`src/mvor_consts.svh`:
```
// constants for the move/or instruction execution block
// assumes a 14-bit instruction word and 8-bit data path
`ifndef MVOR_CONSTS_SVH
`define MVOR_CONSTS_SVH
`define OPC_OR_TOP     6'h04
`define OPC_COPY_TOP   6'h08
`define OPC_STORE_TOP  7'h01
`define OPC_LIT_TOP    4'hC
`define DEST_BIT       7
`define ACC_RESET      8'h00
`define ZERO_RESET     1'h0
`endif

```
`src/mvor_pkg.sv`:
```
// types for the move/or instruction execution block
// assumes mvor_consts.svh for numeric constants
`default_nettype none
package mvor_pkg;
   typedef enum logic [1:0] {
      PH_DECODE  = 2'b00,
      PH_READ    = 2'b01,
      PH_PROCESS = 2'b10,
      PH_WRITE   = 2'b11
   } phase_type;
   typedef enum logic [2:0] {
      OP_NONE  = 3'b000,
      OP_OR    = 3'b001,
      OP_LIT   = 3'b010,
      OP_COPY  = 3'b011,
      OP_STORE = 3'b100
   } op_type;
   typedef struct packed {
      logic       we;
      logic [6:0] addr;
      logic [7:0] data;
   } file_write_type;
endpackage
`default_nettype wire

```
`src/mvor_decode.sv`:
```
// opcode decoder for the four handled instructions
// assumes a 14-bit instruction word
`timescale 1ns/1ps
`default_nettype none
`include "mvor_consts.svh"
module mvor_decode
   import mvor_pkg::*;
(
   // instruction
   input  wire logic [13:0] instr_in,
   // decoded op
   output op_type           op_out
);
   always_comb begin
      if (instr_in[13:8] == `OPC_OR_TOP) begin
         op_out = OP_OR;
      end else if (instr_in[13:8] == `OPC_COPY_TOP) begin
         op_out = OP_COPY;
      end else if (instr_in[13:7] == `OPC_STORE_TOP) begin
         op_out = OP_STORE;
      end else if (instr_in[13:10] == `OPC_LIT_TOP) begin
         op_out = OP_LIT; // bits 9:8 are don't care
      end else begin
         op_out = OP_NONE;
      end
   end
endmodule
`default_nettype wire

```
`src/mvor_exec.sv`:
```
// execution of or/literal/copy/store over four clock phases
// assumes the register file answers read data combinationally
`timescale 1ns/1ps
`default_nettype none
`include "mvor_consts.svh"
module mvor_exec
   import mvor_pkg::*;
(
   // clock and reset
   input  wire logic        ref_clk_in,
   input  wire logic        rstn_in,
   // instruction stream
   input  wire logic [13:0] instr_in,
   output logic             instr_ready_out,
   // register file
   output logic [6:0]       file_raddr_out,
   input  wire logic [7:0]  file_rdata_in,
   output file_write_type   file_wr_out,
   // architectural state
   output logic [7:0]       acc_out,
   output logic             zero_flag_out,
   output phase_type        phase_out
);
   typedef struct packed {
      phase_type      phase;
      op_type         op;
      logic [13:0]    instr;
      logic [7:0]     operand;
      logic [7:0]     result;
      logic [7:0]     acc;
      logic           zero;
      file_write_type wr;
   } state_type;

   state_type st;
   state_type next_st;
   op_type    dec_op;

   mvor_decode u_dec (
      .instr_in (instr_in),
      .op_out   (dec_op)
   );

   ////////////////////////////////////////////////////////////////////
   // one instruction per four phases; the next word is taken at decode
   always_comb begin
      next_st = st;
      next_st.wr.we = 1'b0;
      case (st.phase)
         PH_DECODE: begin
            next_st.instr = instr_in;
            next_st.op    = dec_op;
            next_st.phase = PH_READ;
         end
         PH_READ: begin
            if (st.op == OP_LIT) begin
               next_st.operand = st.instr[7:0];
            end else begin
               next_st.operand = file_rdata_in;
            end
            next_st.phase = PH_PROCESS;
         end
         PH_PROCESS: begin
            case (st.op)
               OP_OR:    next_st.result = st.acc | st.operand;
               OP_STORE: next_st.result = st.acc;
               default:  next_st.result = st.operand;
            endcase
            next_st.phase = PH_WRITE;
         end
         PH_WRITE: begin
            next_st.phase = PH_DECODE;
            next_st.wr.addr = st.instr[6:0];
            next_st.wr.data = st.result;
            case (st.op)
               OP_OR, OP_COPY: begin
                  // copy with dest set rewrites the same value
                  if (st.instr[`DEST_BIT]) begin
                     next_st.wr.we = 1'b1;
                  end else begin
                     next_st.acc = st.result;
                  end
                  next_st.zero = (st.result == 8'h00);
               end
               OP_LIT: next_st.acc = st.result;
               OP_STORE: next_st.wr.we = 1'b1;
               default: next_st.acc = st.acc;
            endcase
         end
         default: next_st.phase = PH_DECODE;
      endcase
   end

   always_ff @(posedge ref_clk_in or negedge rstn_in) begin
      if (!rstn_in) begin
         st       <= '0;
         st.acc   <= `ACC_RESET;
         st.zero  <= `ZERO_RESET;
         st.phase <= PH_DECODE;
         st.op    <= OP_NONE;
      end else begin
         st <= next_st;
      end
   end

   assign instr_ready_out = (st.phase == PH_DECODE);
   assign file_raddr_out  = st.instr[6:0];
   assign file_wr_out     = st.wr;
   assign acc_out         = st.acc;
   assign zero_flag_out   = st.zero;
   assign phase_out       = st.phase;

   ////////////////////////////////////////////////////////////////////
   // checks
   AST_CYCLE_FOUR: assert property (@(posedge ref_clk_in)
      disable iff (!rstn_in)
      st.phase == PH_DECODE |=> st.phase == PH_READ ##1
      st.phase == PH_PROCESS ##1 st.phase == PH_WRITE ##1
      st.phase == PH_DECODE)
      else $error("phase sequence broken");
   AST_OR_RESULT: assert property (@(posedge ref_clk_in)
      disable iff (!rstn_in)
      st.phase == PH_WRITE && st.op == OP_OR && !st.instr[`DEST_BIT]
      |=> st.acc == ($past(st.result)) && st.zero == (st.acc == 8'h00))
      else $error("or result to accumulator wrong");
   AST_LIT_FLAGS: assert property (@(posedge ref_clk_in)
      disable iff (!rstn_in)
      st.phase == PH_WRITE && st.op == OP_LIT
      |=> st.acc == $past(st.instr[7:0]) && $stable(st.zero))
      else $error("literal load wrong");
   AST_LIT_DECODE: assert property (@(posedge ref_clk_in)
      disable iff (!rstn_in)
      instr_in[13:10] == 4'hC |-> dec_op == OP_LIT)
      else $error("literal opcode not decoded");
   AST_COPY_ACC: assert property (@(posedge ref_clk_in)
      disable iff (!rstn_in)
      st.phase == PH_WRITE && st.op == OP_COPY && !st.instr[`DEST_BIT]
      |=> st.acc == $past(st.result) && !file_wr_out.we)
      else $error("copy to accumulator wrong");
   AST_COPY_BACK: assert property (@(posedge ref_clk_in)
      disable iff (!rstn_in)
      st.phase == PH_WRITE && st.op == OP_COPY && st.instr[`DEST_BIT]
      |=> file_wr_out.we && file_wr_out.addr == $past(st.instr[6:0])
      && $stable(st.acc))
      else $error("copy back to register wrong");
   AST_COPY_ZERO: assert property (@(posedge ref_clk_in)
      disable iff (!rstn_in)
      st.phase == PH_WRITE && st.op == OP_COPY
      |=> st.zero == ($past(st.result) == 8'h00))
      else $error("copy zero flag wrong");
   AST_STORE: assert property (@(posedge ref_clk_in)
      disable iff (!rstn_in)
      st.phase == PH_WRITE && st.op == OP_STORE
      |=> file_wr_out.we && file_wr_out.data == st.acc && $stable(st.zero))
      else $error("store accumulator wrong");
   // write-back decision, shared by AST_WE_SOURCE and AST_NO_WRITE below
   function automatic logic to_file(input op_type op, input logic dest);
      return (op == OP_STORE) || ((op == OP_OR || op == OP_COPY) && dest);
   endfunction
   AST_OR_BACK: assert property (@(posedge ref_clk_in)
      disable iff (!rstn_in)
      st.phase == PH_WRITE && st.op == OP_OR && st.instr[`DEST_BIT]
      |=> file_wr_out.we && file_wr_out.data == $past(st.result)
      && $stable(st.acc))
      else $error("or result to register wrong");
   AST_OR_ZERO: assert property (@(posedge ref_clk_in)
      disable iff (!rstn_in)
      st.phase == PH_WRITE && st.op == OP_OR
      |=> st.zero == ($past(st.result) == 8'h00))
      else $error("or zero flag wrong");
   AST_LIT_OPERAND: assert property (@(posedge ref_clk_in)
      disable iff (!rstn_in)
      st.phase == PH_DECODE && dec_op == OP_LIT
      |=> st.op == OP_LIT && st.instr[7:0] == $past(instr_in[7:0]))
      else $error("literal not latched");
   AST_OPERAND: assert property (@(posedge ref_clk_in)
      disable iff (!rstn_in)
      st.phase == PH_READ && st.op != OP_LIT
      |=> st.operand == $past(file_rdata_in))
      else $error("file operand not captured");
   AST_COPY_SAME: assert property (@(posedge ref_clk_in)
      disable iff (!rstn_in)
      st.phase == PH_WRITE && st.op == OP_COPY && st.instr[`DEST_BIT]
      |=> file_wr_out.data == $past(st.operand))
      else $error("copy back changed the value");
   AST_STORE_ADDR: assert property (@(posedge ref_clk_in)
      disable iff (!rstn_in)
      st.phase == PH_WRITE && st.op == OP_STORE
      |=> file_wr_out.addr == $past(st.instr[6:0]) && $stable(st.acc))
      else $error("store address wrong");
   AST_WE_SOURCE: assert property (@(posedge ref_clk_in)
      disable iff (!rstn_in)
      file_wr_out.we
      |-> $past(st.phase == PH_WRITE && to_file(st.op, st.instr[`DEST_BIT])))
      else $error("unexpected register write");
   AST_NO_WRITE: assert property (@(posedge ref_clk_in)
      disable iff (!rstn_in)
      st.phase == PH_WRITE && !to_file(st.op, st.instr[`DEST_BIT])
      |=> !file_wr_out.we)
      else $error("write without a file destination");
   AST_NONE_IDLE: assert property (@(posedge ref_clk_in)
      disable iff (!rstn_in)
      st.phase == PH_WRITE && st.op == OP_NONE
      |=> $stable(st.acc) && $stable(st.zero))
      else $error("unknown opcode changed state");
   AST_WE_PULSE: assert property (@(posedge ref_clk_in)
      disable iff (!rstn_in)
      file_wr_out.we |=> !file_wr_out.we)
      else $error("write pulse longer than one cycle");
   COV_OR: cover property (@(posedge ref_clk_in) disable iff (!rstn_in)
      st.phase == PH_WRITE && st.op == OP_OR);
   COV_LIT: cover property (@(posedge ref_clk_in) disable iff (!rstn_in)
      st.phase == PH_WRITE && st.op == OP_LIT);
   COV_COPY_BACK: cover property (@(posedge ref_clk_in)
      disable iff (!rstn_in)
      st.phase == PH_WRITE && st.op == OP_COPY && st.instr[`DEST_BIT]);
   COV_STORE: cover property (@(posedge ref_clk_in) disable iff (!rstn_in)
      file_wr_out.we && st.op == OP_STORE);
   COV_COPY_ZERO: cover property (@(posedge ref_clk_in)
      disable iff (!rstn_in)
      st.phase == PH_WRITE && st.op == OP_COPY && st.result == 8'h00);
endmodule
`default_nettype wire

```
`config.mk`:
```
export PLATFORM = sky130hd
export DESIGN_NAME = mvor_exec
export DESIGN_NICKNAME = d
export VERILOG_FILES = /design/src/mvor_pkg.sv /design/src/mvor_decode.sv /design/src/mvor_exec.sv
export VERILOG_INCLUDE_DIRS = /design/src
export SDC_FILE = /design/constraint.sdc
export NUM_CORES = 1
export LEC_CHECK = 0
export ABC_AREA = 1
export BUFFER_PORTS_ARGS = -buffer_cell sky130_fd_sc_hd__buf_2
export CORE_MARGIN = 10
export CORE_UTILIZATION = 35
export DETAILED_ROUTE_END_ITERATION = 7
export SYNTH_ARGS = -nofsm -noshare
export SYNTH_HDL_FRONTEND = slang
export SYNTH_SLANG_ARGS = --single-unit
```
`constraint.sdc`:
```
create_clock -name ref_clk_in -period 1.6 [get_ports ref_clk_in]
set_input_delay 0.08 -clock ref_clk_in [delete_from_list [all_inputs] [get_ports ref_clk_in]]
set_output_delay 0.08 -clock ref_clk_in [all_outputs]
set_load 0.01 [all_outputs]
```
==> impl_metrics.json <==
{
  "r2r_start": "phase_out[0]$_DFF_PN0_",
  "numCtsBuffers": 5,
  "switching_share_pct": 26.2,
  "dp_slack_ps": 276,
  "layout.cells.non_filler": 430,
  "crit_fanout": 22,
  "drc": 0,
  "yosysTopAreaCell": "dfrtp_1",
  "crit_family": "buffers and inverters",
  "grt_antenna_before_repair": 0,
  "pwr-share-comb_pct": 13.5,
  "worstSetupStartpoint": "phase_out[0]$_DFF_PN0_",
  "startpoint_type": "register",
  "rsz0062_at_grt": "false",
  "ff2ff_path_depth": 5,
  "cpMaxStageDelayCell": "dfrtp_1",
  "crit_required_ps": 1520,
  "period_share_pct": 90.1,
  "power_leakage_nw": 1.50,
  "wl_per_cell_um": 13.4,
  "io_pins": 59,
  "portBuffers": 58,
  "antenna_cells": 0,
  "cp_cell_sequence": "inv_1 > ha_1 > buf_4 > buf_2",
  "num_rows": 31,
  "grt-ovfl-total": 0,
  "use_met2_pct": 17.4,
  "fp.dieW_um": 106,
  "grt_pass1_vias": 1978,
  "critPathArrivalTime_ps": 1360,
  "total_power_mw": 2.68,
  "yosysWarnings": 0,
  "dr.pass1.iters": 4,
  "layout_min_cycle_time_ps": 1440,
  "postSynthAreaPerCell_um2": 8.90,
  "grtUsageTotal_pct": 10.8,
  "hold_violations": 0,
  "clock_latency_ps": 300,
  "synthDistinctLibCells": 20,
  "die-area_um2": 11200,
  "placeableCoreArea_um2": 7210,
  "syn-num-nets": 319,
  "worst_setup_path_end_kind": "primary output",
  "clock-sinks": 54,
  "power.internal_mw": 1.98,
  "setup-violations-final": 0,
  "grt_pass1_wl_mm": 9.96,
  "busiest_layer": "met2",
  "min_path_type": "in2reg",
  "ys_ff_latch": 54,
  "timing.final.ws_setup_ps": 159,
  "ctsHtreeMaxLevel": 2,
  "path_clk_slew_ps": 90,
  "max_stage_delay_ps": 420,
  "dp.cells": 414,
  "ctsResizeCount": 0,
  "fmax_mhz": 694,
  "sequentialPowerShare_pct": 57.6,
  "gp_congestion": 0.762,
  "met3_usage_pct": 3.08,
  "cts_max_path_buffers": 2,
  "critical_path_depth": 4,
  "syn_inst": 291,
  "grt_util_met1_pct": 13.7,
  "synth_top_area_share_pct": 52.2,
  "p_switching_uw": 703,
  "fin_nets": 358,
  "cellPowerDensity_nw_per_um2": 910,
  "clkPwrFrac_pct": 28.9,
  "postRouteAntennaNets": 0,
  "setup_tns_ps": 0,
  "initial_core_util_pct": 35.9,
  "cts_tree": "yes",
  "grt_start_max_net_pins": 31,
  "cts_root_buf": "clkbuf_8",
  "finalWirelength_mm": 5.78,
  "hold_ws_ps": 7.91,
  "via_count": 1911,
  "outcome": "complete, no violations",
  "peakVddDrop_v": 0.000363,
  "synth_seq_area_share_pct": 52.2,
  "critPathBufInv": 3,
  "worstMarginPinSlew_ps": 348,
  "vias_per_cell": 4.44,
  "cap_viol_max_count": 0,
  "slew_viol_final": 0,
  "fill_cells": 757,
  "hold-path-cell-count": 3,
  "drtIter0Drc": 83,
  "fin_skew_ps": 4.25,
  "relSlewSlack_pct": 76.8,
  "area_growth_pct": 13.8,
  "hold_start": "instr_in[7]",
  "path_class": "reg2out",
  "drive_above_1_share_pct": 26.6,
  "synth.area.top_cells": "dfrtp_1, buf_4, a21oi_1, nand2_1, nor2_1",
  "dpl.hpwl_mm": 4.51,
  "die_height_um": 106,
  "syn_area_um2": 2590
}
-- cells in the final DEF (no fill, tap or decap), drive strengths merged --
cell type	netlist	final
clkbuf	4	7
o21ai	18	18
nor3	2	2
inv	26	26
clkinv	1	2
ha	4	4
nand4	4	4
a21oi	47	47
nand3	6	6
dfrtp	54	54
dlygate4sd3	0	8
buf	38	66
nand2	49	49
nor2	38	38
-- worst register-to-register path, cell delays in order, from the launching register on --
cell and delay, ps:
dfrtp_1 420, inv_1 100, ha_1 170, clkinv_1 210, a21oi_1 220, a21oi_1 80
-- worst paths after layout --
check	end	slack (ps)
max	instr_ready_out	160
min	st[48]$_DFFE_PN0P_	8
max reg2reg	st[26]$_DFFE_PN0P_	280
min reg2reg	zero_flag_out$_DFFE_PN0P_	510
max in group asynchronous	file_raddr_out[0]$_DFFE_PN0P_	890
min in group asynchronous	file_wr_out[15]$_DFF_PN0_	220
-- per-stage QoR --
stage / cell area (um2) / utilization (%)
after floorplan: 2590 / -
after global placement: 2780 / 38.5
after detailed placement: 2780 / 38.5
after CTS: 2950 / 40.9
after global routing: 2950 / 40.9
final: 2950 / 40.9
-- final cells by class --
type	count	area, um2	area share, %
flip-flops and latches	54	1350	45.8
multi-input cells	168	837	28.4
repair buffers	74	443	15.0
well taps	99	124	4.20
inverters	27	101	3.44
clock buffers	7	86.3	2.93
clock inverters	1	5.00	0.170
-- timing repair --
| action | 4_1_cts | 5_1_grt |
|---|---|---|
| buffers inserted | 0 | 0 |
| hold endpoints to repair | 44 | 0 |
| hold buffers | 8 | 0 |
-- power by group through the flow --
stage,registers [mW],logic (mW),clock network [mW]
floorplan,1.55,0.287,0
CTS,1.55,0.373,0.798
detailed placement,1.57,0.358,0
global placement,1.57,0.351,0
finish,1.55,0.361,0.775
global route,1.57,0.417,0.872
-- sequential cells by signal, indices dropped and copies added (netlist names) --
signal	flops
file_wr_out	16
zero_flag_out	1
file_raddr_out	7
st	20
phase_out	2
acc_out	8
-- cells in the mapped netlist (all sizes together) --
library cell  instances
dfrtp                54
nor2                 38
clkbuf                4
nand3                 6
clkinv                1
ha                    4
nand4                 4
nand2                49
buf                  38
o21ai                18
inv                  26
a21oi                47
nor3                  2
-- kinds of logic (layout without fill, tap and decap cells) --
family,count (synthesis),after routing,share of synthesized area (%)
DFF,54,54,52.2
and+or+nand+nor,99,99,16.7
buffers and inverters,69,109,15.5
AOI/OAI and AO/OA,65,65,13.7
adders and majority gates,4,4,1.93
-- per-layer routing --
metal,part of all wire (%),wire (um),vias to the layer above
met2,47,2720,46
met4,1.2,70,0
met5,0,0,-
li1,-,-,979
met1,47,2720,881
met3,4.5,261,5
Power figures use the tool's default switching activity.
